## config.mk

```make
export PLATFORM = sky130hd
export DESIGN_NAME = deep_sleep_backup_power_ctrl
export DESIGN_NICKNAME = d
export VERILOG_FILES = /design/src/hdl/power_ctrl_pkg.sv /design/src/hdl/deep_sleep_backup_power_ctrl.sv
export SDC_FILE = /design/constraint.sdc
export NUM_CORES = 1
export LEC_CHECK = 0
export ABC_AREA = 1
export BUFFER_PORTS_ARGS = -buffer_cell sky130_fd_sc_hd__buf_2
export CAP_MARGIN = 20
export CORE_MARGIN = 2
export CORE_UTILIZATION = 59
export DETAILED_ROUTE_END_ITERATION = 12
export GPL_TIMING_DRIVEN = 0
export PLACE_DENSITY = 0.81
export SLEW_MARGIN = 20
export SYNTH_ARGS = -nofsm -noshare
export SYNTH_HDL_FRONTEND = slang
export SYNTH_SLANG_ARGS = --single-unit
```

## constraint.sdc

```tcl
create_clock -name REF_CLK -period 7.1 [get_ports REF_CLK]
set_clock_uncertainty 0.15 [all_clocks]
set_input_delay 0.355 -clock REF_CLK [delete_from_list [all_inputs] [get_ports REF_CLK]]
set_output_delay 0.355 -clock REF_CLK [all_outputs]
set_load 0.01 [all_outputs]
```

## src/hdl/power_ctrl_pkg.sv

```systemverilog
// ===========================================================
// register map, field positions, reset values, timing
package power_ctrl_pkg;
  // byte offsets on the register bus
  localparam logic [7:0] OFS_CTRL_LOW = 8'h00;
  localparam logic [7:0] OFS_CTRL_HIGH = 8'h04;
  localparam logic [7:0] OFS_WAKE_LOW = 8'h08;
  localparam logic [7:0] OFS_WAKE_HIGH = 8'h0C;
  localparam logic [7:0] OFS_RESET_CTRL_THREE = 8'h10;
  localparam logic [7:0] OFS_RESET_CTRL_FOUR = 8'h14;
  localparam logic [7:0] OFS_CONFIG = 8'h18;
  localparam logic [7:0] OFS_PIN_DIR = 8'h1C;
  localparam logic [7:0] OFS_OUT_LATCH = 8'h20;
  localparam logic [7:0] OFS_SCRATCH0 = 8'h30;
  // field positions
  localparam int BIT_HOLD = 0;
  localparam int BIT_BOR_STAT = 1;
  localparam int BIT_ARM = 7;
  localparam int BIT_WAKE_BOR = 6;
  localparam int BIT_WAKE_WDT = 4;
  localparam int BIT_WAKE_CAL = 3;
  localparam int BIT_WAKE_MASTER_CLEAR_PIN = 2;
  localparam int BIT_WAKE_EXT = 0;
  localparam int BIT_BK_EXIT = 0;
  localparam int BIT_BK_LOST = 1;
  localparam int BIT_REG_KEEP = 0;
  localparam int BIT_DS_EXIT = 2;
  localparam int BIT_SRET = 4;
  localparam int CFG_RET = 0;
  localparam int CFG_BOR_EN = 3;
  localparam int CFG_WDT_EN = 4;
  localparam int CFG_WDT_CLK = 5;
  localparam int CFG_CAL_LO = 6;
  localparam int CFG_PS_LO = 8;
  localparam int CFG_INTERRUPT_PRIORITY_ENABLE = 13;
  localparam int CFG_OSC_LO = 14;
  // reset values
  localparam logic [7:0] RST_PIN_DIR = 8'hFF;
  localparam logic [7:0] RST_OUT_LATCH = 8'h00;
  localparam logic [15:0] RST_CONFIG = 16'h0000;
  localparam logic RST_BK_LOST = 1'b1;
  // oscillator modes in the config field
  localparam logic [1:0] OSC_EXT = 2'h0;
  localparam logic [1:0] OSC_XTAL = 2'h1;
  localparam logic [1:0] OSC_PLL = 2'h2;
  localparam logic [1:0] OSC_XTAL_PLL = 2'h3;
  // watchdog: time-out when counter bit (postscale + base) sets
  localparam logic [5:0] WDT_BASE_SHIFT = 6'h06;
  // timing, all least times, rounded up
  localparam int CLK_PERIOD_NS = 10;
  localparam int T_DS_WAKE_NS = 1000;
  localparam int T_PLL_LOCK_NS = 2000;
  localparam int T_RET_STARTUP_NS = 500;
  localparam int T_PROG_MEM_NS = 300;
  localparam int OST_PERIODS = 1024;
  localparam int OSC_PERIOD_NS = 40;
  localparam logic [15:0] DS_WAKE_CYC = 16'((T_DS_WAKE_NS + CLK_PERIOD_NS - 1) / CLK_PERIOD_NS);
  localparam logic [15:0] PLL_LOCK_CYC = 16'((T_PLL_LOCK_NS + CLK_PERIOD_NS - 1) / CLK_PERIOD_NS);
  localparam logic [15:0] RET_START_CYC =
    16'((T_RET_STARTUP_NS + CLK_PERIOD_NS - 1) / CLK_PERIOD_NS);
  localparam logic [15:0] PROG_MEM_CYC = 16'((T_PROG_MEM_NS + CLK_PERIOD_NS - 1) / CLK_PERIOD_NS);
  localparam logic [15:0] OST_CYC =
    16'((OST_PERIODS * OSC_PERIOD_NS + CLK_PERIOD_NS - 1) / CLK_PERIOD_NS);
  typedef enum logic [1:0] {ST_RUN, ST_DEEP, ST_WAKE, ST_BACKUP} pwr_state_t;
endpackage

```

## src/hdl/deep_sleep_backup_power_ctrl.sv

```systemverilog
// The implementer's own choices: the placing of the registers and the Wishbone interface to the registers.
`timescale 1ns/1ps
// Summary of operation
// - in deep sleep inputs stay floating, outputs drive the latch level caught at entry
// - after wake pins stay held; direction and latch reset on plain wake, new values wait
// - clearing the hold bit hands pins to direction and latch registers
// - brown-out or supply loss releases pins and drops scratch unless battery present
// - master clear in deep sleep releases pins and keeps scratch contents
// - watchdog enabled by a config bit, five-bit postscale sets time-out
// - entering deep sleep clears the watchdog counter
// - config bit picks the watchdog clock, low-power RC or secondary oscillator
// - enabled watchdog starts its selected clock on entry
// - enabled brown-out in deep sleep does not wake the device
// - wake-source bit 6 tells whether a brown-out happened during sleep
// - calendar alarm wakes the device; two-bit field selects its clock
// - retention mode needs arm, retention config 0 and software bit 1
// - plain wake waits wake delay plus crystal start-up and/or PLL lock as the oscillator mode needs
// - retention wake waits regulator start-up when keep bit 0, plus memory delay when priority bit 0
// - regulator-keep bit holds the regulator active while asleep
// - supply loss enters backup mode, retention regulator kept alive
// - supply return resets registers except config, scratch and flags, like power-on
// - backup-exit flag sets on return from backup with battery good, stays until cleared
// - backup-lost flag sets on no battery, battery sag or first power-up
// - entering deep sleep clears both wake-source registers
module deep_sleep_backup_power_ctrl (
  input wire logic REF_CLK,
  input wire logic NRST,
  input wire logic WB_CYC_I,
  input wire logic WB_STB_I,
  input wire logic WB_WE_I,
  input wire logic [7:0] WB_ADR_I,
  input wire logic [3:0] WB_SEL_I,
  input wire logic [31:0] WB_DAT_I,
  output logic [31:0] WB_DAT_O,
  output logic WB_ACK_O,
  input wire logic SLEEP_EXEC,
  input wire logic VDD_GOOD,
  input wire logic VBAT_GOOD,
  input wire logic DS_BROWNOUT_TRIP,
  input wire logic MASTER_CLEAR,
  input wire logic CAL_ALARM,
  input wire logic EXT_WAKE,
  input wire logic LOW_POWER_RC_OSC_TICK,
  input wire logic SECONDARY_OSC_TICK,
  output logic [7:0] PIN_OUT,
  output logic [7:0] PIN_OE,
  output logic DEEP_SLEEP,
  output logic RET_REG_EN,
  output logic REG_KEEP,
  output logic CORE_HOLD,
  output logic BACKUP_MODE,
  output logic LOW_POWER_RC_OSC_START,
  output logic SECONDARY_OSC_START,
  output logic [1:0] CAL_CLK_SEL
);
  // ===========================================================
  // reset release
  logic rst_meta_r;
  logic rst_n_r;

  // two stages so release never lands mid-cycle for the rest of the block
  always_ff @(posedge REF_CLK or negedge NRST)
  begin
    if (!NRST)
    begin
      rst_meta_r <= 1'b0;
      rst_n_r <= 1'b0;
    end
    else
    begin
      rst_meta_r <= 1'b1;
      rst_n_r <= rst_meta_r;
    end
  end

  // ===========================================================
  // declarations and decode
  function automatic logic is_scratch(input logic [7:0] a);
    return (a[7:4] == power_ctrl_pkg::OFS_SCRATCH0[7:4]) && (a[1:0] == 2'h0);
  endfunction

  power_ctrl_pkg::pwr_state_t state_r;
  logic ack_r, hold_r, bor_seen_r, arm_pend_r, arm_r, ret_mode_r;
  logic bk_exit_r, bk_lost_r, reg_keep_r, sret_r, ds_exit_r;
  logic [3:0] wake_src_r;
  logic [15:0] cfg_r, dly_r;
  logic [7:0] dir_r, lat_r, held_dir_r, held_lat_r;
  logic [7:0] scratch_r [4];
  logic [3:0] scr_pend_r;
  logic [37:0] wdt_cnt_r;
  logic [31:0] rd_nxt;
  logic wb_req, wr_lo, wr_hi, in_deep, enter, bor_ev, wdt_to, wake_ev;
  logic vdd_loss, vdd_back, sys_por, scr_lost, wdt_tick;
  logic [5:0] wdt_bit;

  assign wb_req = WB_CYC_I & WB_STB_I & ~ack_r;
  assign wr_lo = wb_req & WB_WE_I & WB_SEL_I[0];
  assign wr_hi = wb_req & WB_WE_I & WB_SEL_I[1];
  assign in_deep = (state_r == power_ctrl_pkg::ST_DEEP);
  // sleep instruction with arm set; otherwise ordinary sleep, not ours
  assign enter = (state_r == power_ctrl_pkg::ST_RUN) & SLEEP_EXEC & arm_r & VDD_GOOD;
  assign bor_ev = in_deep & DS_BROWNOUT_TRIP & cfg_r[power_ctrl_pkg::CFG_BOR_EN];
  assign wdt_tick = cfg_r[power_ctrl_pkg::CFG_WDT_CLK] ? SECONDARY_OSC_TICK : LOW_POWER_RC_OSC_TICK;
  assign wdt_bit = 6'(cfg_r[power_ctrl_pkg::CFG_PS_LO +: 5]) + power_ctrl_pkg::WDT_BASE_SHIFT;
  assign wdt_to = cfg_r[power_ctrl_pkg::CFG_WDT_EN] & wdt_cnt_r[wdt_bit];
  // brown-out alone is not a wake source
  assign wake_ev = in_deep & VDD_GOOD & (MASTER_CLEAR | CAL_ALARM | EXT_WAKE | wdt_to);
  assign vdd_loss = ~VDD_GOOD & (state_r != power_ctrl_pkg::ST_BACKUP);
  assign vdd_back = VDD_GOOD & (state_r == power_ctrl_pkg::ST_BACKUP);
  // plain deep-sleep wake and supply return both act as a power-on reset
  assign sys_por = (wake_ev & ~ret_mode_r) | vdd_back;
  assign scr_lost = ~VBAT_GOOD & (bor_ev | vdd_loss | (state_r == power_ctrl_pkg::ST_BACKUP));

  // exit delay per mode and oscillator
  function automatic logic [15:0] exit_delay(input logic ret, input logic keep,
                                             input logic interrupt_priority_enable, input logic [1:0] osc);
    logic [15:0] d;
    d = power_ctrl_pkg::DS_WAKE_CYC;
    if (ret)
    begin
      d = 16'h0000;
      if (!keep)
        d = d + power_ctrl_pkg::RET_START_CYC;
      if (!interrupt_priority_enable)
        d = d + power_ctrl_pkg::PROG_MEM_CYC;
    end
    case (osc)
      power_ctrl_pkg::OSC_XTAL: d = d + power_ctrl_pkg::OST_CYC;
      power_ctrl_pkg::OSC_PLL: d = d + power_ctrl_pkg::PLL_LOCK_CYC;
      power_ctrl_pkg::OSC_XTAL_PLL: d = d + power_ctrl_pkg::OST_CYC + power_ctrl_pkg::PLL_LOCK_CYC;
      default: d = d;
    endcase
    return d;
  endfunction

  // ===========================================================
  // power state sequence
  always_ff @(posedge REF_CLK or negedge rst_n_r)
  begin
    if (!rst_n_r)
    begin
      state_r <= power_ctrl_pkg::ST_RUN;
      dly_r <= 16'h0000;
      ret_mode_r <= 1'b0;
    end
    else
    begin
      case (state_r)
        power_ctrl_pkg::ST_RUN:
        begin
          if (vdd_loss)
            state_r <= power_ctrl_pkg::ST_BACKUP;
          else if (enter)
          begin
            state_r <= power_ctrl_pkg::ST_DEEP;
            ret_mode_r <= ~cfg_r[power_ctrl_pkg::CFG_RET] & sret_r;
          end
        end
        power_ctrl_pkg::ST_DEEP:
        begin
          if (vdd_loss)
            state_r <= power_ctrl_pkg::ST_BACKUP;
          else if (wake_ev)
          begin
            state_r <= power_ctrl_pkg::ST_WAKE;
            dly_r <= exit_delay(ret_mode_r, reg_keep_r, cfg_r[power_ctrl_pkg::CFG_INTERRUPT_PRIORITY_ENABLE],
                                cfg_r[power_ctrl_pkg::CFG_OSC_LO +: 2]);
          end
        end
        power_ctrl_pkg::ST_WAKE:
        begin
          if (vdd_loss)
            state_r <= power_ctrl_pkg::ST_BACKUP;
          else if (dly_r == 16'h0000)
            state_r <= power_ctrl_pkg::ST_RUN;
          else
            dly_r <= dly_r - 16'h0001;
        end
        power_ctrl_pkg::ST_BACKUP:
        begin
          // supply back: power-on style restart from the reset vector
          if (VDD_GOOD)
          begin
            state_r <= power_ctrl_pkg::ST_WAKE;
            ret_mode_r <= 1'b0;
            dly_r <= power_ctrl_pkg::DS_WAKE_CYC;
          end
        end
        default: state_r <= power_ctrl_pkg::ST_RUN;
      endcase
    end
  end

  // ===========================================================
  // pin hold and pin drive
  always_ff @(posedge REF_CLK or negedge rst_n_r)
  begin
    if (!rst_n_r)
    begin
      hold_r <= 1'b0;
      held_dir_r <= power_ctrl_pkg::RST_PIN_DIR;
      held_lat_r <= power_ctrl_pkg::RST_OUT_LATCH;
    end
    else if (vdd_loss | bor_ev | (in_deep & MASTER_CLEAR))
      hold_r <= 1'b0;
    else if (enter)
    begin
      hold_r <= 1'b1;
      held_dir_r <= dir_r;
      held_lat_r <= lat_r;
    end
    else if (wr_lo && WB_ADR_I == power_ctrl_pkg::OFS_CTRL_LOW && !WB_DAT_I[power_ctrl_pkg::BIT_HOLD])
      hold_r <= 1'b0;
  end

  // held copy wins over live registers; nothing driven in backup mode
  always_ff @(posedge REF_CLK or negedge rst_n_r)
  begin
    if (!rst_n_r)
    begin
      PIN_OUT <= 8'h00;
      PIN_OE <= 8'h00;
    end
    else if (state_r == power_ctrl_pkg::ST_BACKUP)
    begin
      PIN_OUT <= 8'h00;
      PIN_OE <= 8'h00;
    end
    else
    begin
      PIN_OUT <= hold_r ? held_lat_r : lat_r;
      PIN_OE <= hold_r ? ~held_dir_r : ~dir_r;
    end
  end

  // direction and latch: reset by any power-on, held pins ignore them
  always_ff @(posedge REF_CLK or negedge rst_n_r)
  begin
    if (!rst_n_r)
    begin
      dir_r <= power_ctrl_pkg::RST_PIN_DIR;
      lat_r <= power_ctrl_pkg::RST_OUT_LATCH;
    end
    else if (sys_por)
    begin
      dir_r <= power_ctrl_pkg::RST_PIN_DIR;
      lat_r <= power_ctrl_pkg::RST_OUT_LATCH;
    end
    else
    begin
      if (wr_lo && WB_ADR_I == power_ctrl_pkg::OFS_PIN_DIR)
        dir_r <= WB_DAT_I[7:0];
      if (wr_lo && WB_ADR_I == power_ctrl_pkg::OFS_OUT_LATCH)
        lat_r <= WB_DAT_I[7:0];
    end
  end

  // ===========================================================
  // arm, config and control bits
  always_ff @(posedge REF_CLK or negedge rst_n_r)
  begin
    if (!rst_n_r)
    begin
      arm_pend_r <= 1'b0;
      arm_r <= 1'b0;
      reg_keep_r <= 1'b0;
      sret_r <= 1'b0;
      cfg_r <= power_ctrl_pkg::RST_CONFIG;
    end
    else
    begin
      if (enter | sys_por)
      begin
        arm_pend_r <= 1'b0;
        arm_r <= 1'b0;
      end
      else if (wr_lo && WB_ADR_I == power_ctrl_pkg::OFS_CTRL_HIGH)
      begin
        // a lone write only half-arms, guarding against stray entry
        arm_pend_r <= WB_DAT_I[power_ctrl_pkg::BIT_ARM] & ~arm_pend_r;
        arm_r <= WB_DAT_I[power_ctrl_pkg::BIT_ARM] & (arm_pend_r | arm_r);
      end
      if (vdd_back)
      begin
        reg_keep_r <= 1'b0;
        sret_r <= 1'b0;
      end
      else if (wr_lo && WB_ADR_I == power_ctrl_pkg::OFS_RESET_CTRL_FOUR)
      begin
        reg_keep_r <= WB_DAT_I[power_ctrl_pkg::BIT_REG_KEEP];
        sret_r <= WB_DAT_I[power_ctrl_pkg::BIT_SRET];
      end
      // configuration survives every reset but the first power-up
      if (wr_lo && WB_ADR_I == power_ctrl_pkg::OFS_CONFIG)
        cfg_r[7:0] <= WB_DAT_I[7:0];
      if (wr_hi && WB_ADR_I == power_ctrl_pkg::OFS_CONFIG)
        cfg_r[15:8] <= WB_DAT_I[15:8];
    end
  end

  // ===========================================================
  // status flags: hardware set wins over software clear
  always_ff @(posedge REF_CLK or negedge rst_n_r)
  begin
    if (!rst_n_r)
    begin
      bor_seen_r <= 1'b0;
      wake_src_r <= 4'h0;
      ds_exit_r <= 1'b0;
      bk_exit_r <= 1'b0;
      bk_lost_r <= power_ctrl_pkg::RST_BK_LOST;
    end
    else
    begin
      if (enter)
      begin
        bor_seen_r <= 1'b0;
        wake_src_r <= 4'h0;
      end
      else
      begin
        if (bor_ev)
          bor_seen_r <= 1'b1;
        if (wake_ev)
          wake_src_r <= wake_src_r | {EXT_WAKE, wdt_to, CAL_ALARM, MASTER_CLEAR};
      end
      if (wake_ev)
        ds_exit_r <= 1'b1;
      else if (wr_lo && WB_ADR_I == power_ctrl_pkg::OFS_RESET_CTRL_FOUR)
        ds_exit_r <= ds_exit_r & WB_DAT_I[power_ctrl_pkg::BIT_DS_EXIT];
      if (vdd_back & VBAT_GOOD)
        bk_exit_r <= 1'b1;
      else if (wr_lo && WB_ADR_I == power_ctrl_pkg::OFS_RESET_CTRL_THREE)
        bk_exit_r <= bk_exit_r & WB_DAT_I[power_ctrl_pkg::BIT_BK_EXIT];
      if (~VBAT_GOOD & (vdd_loss | (state_r == power_ctrl_pkg::ST_BACKUP)))
        bk_lost_r <= 1'b1;
      else if (wr_lo && WB_ADR_I == power_ctrl_pkg::OFS_RESET_CTRL_THREE)
        bk_lost_r <= bk_lost_r & WB_DAT_I[power_ctrl_pkg::BIT_BK_LOST];
    end
  end

  // ===========================================================
  // deep-sleep watchdog; counts only ticks of the selected clock
  always_ff @(posedge REF_CLK or negedge rst_n_r)
  begin
    if (!rst_n_r)
      wdt_cnt_r <= 38'h0;
    else if (enter)
      wdt_cnt_r <= 38'h0;
    else if (in_deep & cfg_r[power_ctrl_pkg::CFG_WDT_EN] & wdt_tick)
      wdt_cnt_r <= wdt_cnt_r + 38'h1;
  end

  // ===========================================================
  // retained scratch registers, stored on the second write
  for (genvar i = 0; i < 4; i++)
  begin : g_scratch
    logic hit;
    assign hit = wr_lo && is_scratch(WB_ADR_I) && (WB_ADR_I[3:2] == 2'(i));
    always_ff @(posedge REF_CLK or negedge rst_n_r)
    begin
      if (!rst_n_r)
      begin
        scratch_r[i] <= 8'h00;
        scr_pend_r[i] <= 1'b0;
      end
      else if (scr_lost)
      begin
        scratch_r[i] <= 8'h00;
        scr_pend_r[i] <= 1'b0;
      end
      else if (hit)
      begin
        // writes need not be adjacent; pending flag waits
        if (scr_pend_r[i])
          scratch_r[i] <= WB_DAT_I[7:0];
        scr_pend_r[i] <= ~scr_pend_r[i];
      end
    end
  end

  // ===========================================================
  // register bus: one wait state, unmapped reads as zero
  always_comb
  begin
    rd_nxt = 32'h0;
    case (WB_ADR_I)
      power_ctrl_pkg::OFS_CTRL_LOW: rd_nxt[1:0] = {bor_seen_r, hold_r};
      power_ctrl_pkg::OFS_CTRL_HIGH: rd_nxt[power_ctrl_pkg::BIT_ARM] = arm_r;
      power_ctrl_pkg::OFS_WAKE_LOW: rd_nxt[6:2] = {bor_seen_r, 1'b0, wake_src_r[2:0]};
      power_ctrl_pkg::OFS_WAKE_HIGH: rd_nxt[power_ctrl_pkg::BIT_WAKE_EXT] = wake_src_r[3];
      power_ctrl_pkg::OFS_RESET_CTRL_THREE: rd_nxt[1:0] = {bk_lost_r, bk_exit_r};
      power_ctrl_pkg::OFS_RESET_CTRL_FOUR: rd_nxt[4:0] = {sret_r, 1'b0, ds_exit_r, 1'b0, reg_keep_r};
      power_ctrl_pkg::OFS_CONFIG: rd_nxt[15:0] = cfg_r;
      power_ctrl_pkg::OFS_PIN_DIR: rd_nxt[7:0] = dir_r;
      power_ctrl_pkg::OFS_OUT_LATCH: rd_nxt[7:0] = lat_r;
      default:
        if (is_scratch(WB_ADR_I))
          rd_nxt[7:0] = scratch_r[WB_ADR_I[3:2]];
    endcase
  end

  always_ff @(posedge REF_CLK or negedge rst_n_r)
  begin
    if (!rst_n_r)
    begin
      ack_r <= 1'b0;
      WB_DAT_O <= 32'h0;
    end
    else
    begin
      ack_r <= wb_req;
      if (wb_req)
        WB_DAT_O <= rd_nxt;
    end
  end
  assign WB_ACK_O = ack_r;

  // ===========================================================
  // power-control outputs, all registered
  always_ff @(posedge REF_CLK or negedge rst_n_r)
  begin
    if (!rst_n_r)
    begin
      DEEP_SLEEP <= 1'b0;
      RET_REG_EN <= 1'b0;
      REG_KEEP <= 1'b0;
      CORE_HOLD <= 1'b0;
      BACKUP_MODE <= 1'b0;
      LOW_POWER_RC_OSC_START <= 1'b0;
      SECONDARY_OSC_START <= 1'b0;
      CAL_CLK_SEL <= 2'h0;
    end
    else
    begin
      DEEP_SLEEP <= in_deep;
      RET_REG_EN <= (in_deep & ret_mode_r) | (state_r == power_ctrl_pkg::ST_BACKUP);
      REG_KEEP <= reg_keep_r & (state_r != power_ctrl_pkg::ST_RUN);
      CORE_HOLD <= (state_r != power_ctrl_pkg::ST_RUN);
      BACKUP_MODE <= (state_r == power_ctrl_pkg::ST_BACKUP);
      // request keeps the watchdog clock running whether or not it was on
      LOW_POWER_RC_OSC_START <= in_deep & cfg_r[power_ctrl_pkg::CFG_WDT_EN] & ~cfg_r[power_ctrl_pkg::CFG_WDT_CLK];
      SECONDARY_OSC_START <= in_deep & cfg_r[power_ctrl_pkg::CFG_WDT_EN] & cfg_r[power_ctrl_pkg::CFG_WDT_CLK];
      CAL_CLK_SEL <= cfg_r[power_ctrl_pkg::CFG_CAL_LO +: 2];
    end
  end

  // ===========================================================
  // checks
  a_entry_wdt_clear: assert property (@(posedge REF_CLK) disable iff (!rst_n_r)
    enter |=> (wdt_cnt_r == 38'h0)) else $error("watchdog not cleared on entry");
  a_held_pin_drive: assert property (@(posedge REF_CLK) disable iff (!rst_n_r)
    hold_r && VDD_GOOD && state_r != power_ctrl_pkg::ST_BACKUP
    |=> PIN_OE == ~$past(held_dir_r) && PIN_OUT == $past(held_lat_r))
    else $error("held pins not driven from entry copy");
  a_released_pins: assert property (@(posedge REF_CLK) disable iff (!rst_n_r)
    !hold_r && state_r != power_ctrl_pkg::ST_BACKUP |=> PIN_OE == ~$past(dir_r))
    else $error("released pins ignore direction");
  a_bor_release: assert property (@(posedge REF_CLK) disable iff (!rst_n_r)
    bor_ev ##1 1'b1 |-> !hold_r ##1 PIN_OE == ~$past(dir_r))
    else $error("brown-out did not release pins");
  a_master_clear_pin_keep_scr: assert property (@(posedge REF_CLK) disable iff (!rst_n_r)
    in_deep && MASTER_CLEAR && VDD_GOOD && !bor_ev
    |=> !hold_r && $stable(scratch_r[0]) && $stable(scratch_r[1]))
    else $error("master clear lost scratch or kept hold");
  a_bor_no_wake: assert property (@(posedge REF_CLK) disable iff (!rst_n_r)
    bor_ev && !wake_ev && VDD_GOOD |=> in_deep && bor_seen_r)
    else $error("brown-out woke the device");
  a_wake_clear: assert property (@(posedge REF_CLK) disable iff (!rst_n_r)
    enter |=> wake_src_r == 4'h0 && !bor_seen_r) else $error("wake sources not cleared");
  a_lost_flag: assert property (@(posedge REF_CLK) disable iff (!rst_n_r)
    state_r == power_ctrl_pkg::ST_BACKUP && !VBAT_GOOD |=> bk_lost_r)
    else $error("backup-lost flag not set");
  a_ret_regulator: assert property (@(posedge REF_CLK) disable iff (!rst_n_r)
    in_deep && ret_mode_r |=> RET_REG_EN) else $error("retention regulator off");
endmodule

```

==> results_dict.tcl <==
set metrics [dict create \
    period_minus_slack_ns 2.877 \
    leakage_nw 5.779 \
    finalSetupViolCount 0 \
    post_drt_via_cell_ratio 5.701 \
    crit_path_cell_trace "inv_1 -> buf_2 -> ha_1 -> inv_1 -> nand3_1 -> nand3_1 -> nand3_1 -> nand2_1 -> nand2_1 -> nand2_2 -> nand3_4 -> nand2_4 -> buf_12 -> nand2_2 -> nand2_1" \
    synth_largest_type_area_fraction_pct 44.45 \
    io_pins 116 \
    layout.cells.most_common "nand2_1" \
    post-route-drc-count 0 \
    via_count_of_the_first_global_routing_pass 8727 \
    cts_tree "done" \
    cell_depth_of_the_worst_setup_path 15 \
    drt.antenna.violating_nets 0 \
    cp_max_delay_cell "dfrtp_1" \
    post_dp_cell_area_um2 11020 \
    placement_rows 48 \
    cap_viol_max_count 0 \
    grt-ovfl-total 0 \
    chipWidth_um 135.4 \
    die_y_um 135.4 \
    class_of_the_most_critical_setup_path "reg2reg" \
    top_delay_family_on_crit_path "simple AND/OR/NAND/NOR gates" \
    maximum_number_of_pins_on_one_net_before_global_route_repair 60 \
    dr.pass1.iters 5 \
    track_usage_pct 30.64 \
    synth_enable_flop_cells 0 \
    cts_inserted_buffers 17 \
    synth-xor-area-share_pct 0.8595 \
    ys_top_cells_by_area "dfrtp_1 44%, nand2_1 10%, inv_1 5.0%" \
    first_iteration_detailed_routing_drc_count 960 \
    grt_first_pass_wirelength_mm 43.51 \
    clock_path_buffers 2 \
    slew_viol_final 0 \
    finalNetCount 1439 \
    layout_common_cells "276 x nand2_1, 180 x dfrtp_1, 136 x inv_1" \
    drt-total-wl_mm 27.02 \
    antenna_cells_inserted 0 \
    synth_compound_gate_area_share_pct 14.69 \
    cts-root-buf "clkbuf_16" \
    cp_max_fo 10 \
    crit_path_max_incr_delay_ns 0.44 \
    grt_setup_unrepaired "false" \
    worst_r2r_path_depth 15 \
    hold_depth 2 \
    io_buffer_count 81 \
    synth-simple-area-share_pct 23.81 \
    postSynthCellCount 1244 \
    timing.critical_path.buf_inv 4 \
    synth_top_flop_cell "dfrtp_1" \
    core_area_um2 17120 \
    vias 9184 \
    crit_path_end_kind "flip-flop" \
    final_min_period_over_clock_period_pct 40.52 \
    synth.avg_cell_area_um2 8.191 \
    combinational_family_with_the_most_area_after_synthesis "simple AND/OR/NAND/NOR gates" \
    number_of_antenna_violations_at_the_first_check_in_global_routing 0 \
    yosysWarningCount 0 \
    synthMuxAreaShare_pct 1.437 \
    post_cts_resize_count 0 \
    worst-slew-pin-transition_ns 0.6470 \
    synth_adder_area_share_pct 0.9823 \
    synth_seq_area_share_pct 48.83 \
    finalHoldViolations 0 \
    initial_core_util_pct 59.53 \
    hold_path.class "in2reg" \
    irDropWorstVdd_mv 0.1905 \
    share_of_layout_cells_above_drive_strength_1_pct 17.32 \
    cts_htree_levels 4 \
    result_of_the_run "finished, final reports clean" \
    cp-start-kind "flip-flop" \
    die_area_um2 18340 \
    area_growth_pct 14.97 \
    synth-seq-cells 198 \
    syn-cell-area_um2 10190 \
    dp.final_hpwl_mm 19.96 \
    route.detailed.wl_per_inst_um 16.77 \
    cp.arrival_ns 3.11 \
    final-seq-area_um2 4980 \
    yosysTopAreaCell "dfrtp_1" \
    cellPowerDensity_nw_per_um2 221.7 \
    timing.fmax_ghz 0.3476 \
    postLayoutCellArea_um2 11720 \
    post_synth_num_cell_types 55 \
    worst-endpoint-required_ns 7.33 \
    clkSlewWorstSetupHoldPaths_ns 0.07 \
    max-slew-margin-rel_pct 56.87 \
    total_area_of_multi_input_combinational_cells_um2 4320 \
    worst_skew_pair.late_latency_ns 0.45 \
    filler_cell_count 1382 \
    clock-sinks 198 \
    routabilityCongestion 1.022 \
    post-route-util_pct 68.44 \
    synthArstFlopShare_pct 100.0 \
]
-- power breakdown --
part / switching (W) / total (W) / internal [W] / leakage [nW]
Combinational: 0.000240 / 0.000369 / 0.000130 / 3.02
Clock: 0.000474 / 0.000974 / 0.000500 / 0.286
Sequential: 0.0000561 / 0.00125 / 0.00120 / 2.47
-- per-layer routing --
metal	wire [um]	vias to the layer above	track usage (%)
li1	-	4349	-
met1	11400	4314	43.40
met2	12420	448	47.18
met3	2342	73	5.387
met4	864	0	12.56
met5	0	-	0
-- cells in the mapped netlist, drive strengths merged (9+ instances only) --
| library cell | number |
|---|---|
| nand2 | 291 |
| dfrtp | 181 |
| inv | 152 |
| o21ai | 127 |
| nor2 | 113 |
| nand3 | 81 |
| a21oi | 70 |
| buf | 34 |
| nor3 | 27 |
| clkbuf | 18 |
| dfstp | 17 |
| a22oi | 15 |
| nand4 | 14 |
| mux2 | 13 |
| o31ai | 12 |
| nor4 | 11 |
| o22ai | 10 |
| a211oi | 9 |
-- timing repair --
action	CTS	global route
setup buffers	0	0
hold buffers	10	0
hold endpoints to repair	11	0
endpoints found under the setup margin	0	0
-- path summary, 6_finish.rpt --
| check | startpoint | end | slack (ns) |
|---|---|---|---|
| setup / recovery | cfg_r[9] | dly_r[8] | 4.22 |
| hold / removal | WB_DAT_I[15] | cfg_r[15] | 0.02 |
| setup reg to reg | cfg_r[9] | dly_r[8] | 4.22 |
| hold reg to reg | rst_n_r | scratch_r[9] | 0.13 |
| max in group asynchronous | rst_n_r | dly_r[13] | 5.60 |
| min in group asynchronous | NRST | rst_n_r | 0.06 |
-- cells by family after synthesis --
logic type | after synthesis
AO/OA/AOI/OAI | 261
XOR/XNOR | 10
adder cells (fa/ha/maj) | 8
buffers and inverters | 209
flip-flops | 198
multiplexers | 13
other | 2
AND/OR/NAND/NOR | 543
-- registers in the layout, indices dropped and copies added (netlist names), 2 cells and up --
name	flops
state_r	2
held_lat_r	8
dir_r	8
dly_r	16
scratch_r	32
lat_r	8
wdt_cnt_r	38
held_dir_r	8
wake_src_r	4
PIN_OE	8
cfg_r	16
CAL_CLK_SEL	2
scr_pend_r	4
WB_DAT_O	16
PIN_OUT	8
-- through the flow --
step,power (W),setup slack (ns),hold WS (ns),std cells,TNS [ns]
final,0.002597,4.223,0.01715,1611,0
after global routing,0.002708,4.088,0.02160,1611,0
after CTS,0.002600,4.297,0.01456,1611,0
after detailed placement,0.001633,4.331,-0.007658,1569,0
after global placement,0.001613,-1.054,-0.009958,1565,-186.10
after floorplan,0.001523,1.054,-0.09059,1259,0
-- cell type report --
type	instances	share of cell area, %
clock inverter	15	1.410
multi-input combinational	852	36.88
tap	225	2.403
clock buffer	17	3.631
sequential	198	42.51
buffer	52	3.033
timing repair buffer	95	5.062
inverter	157	5.073
No activity file was read; power rests on OpenSTA's default activity.
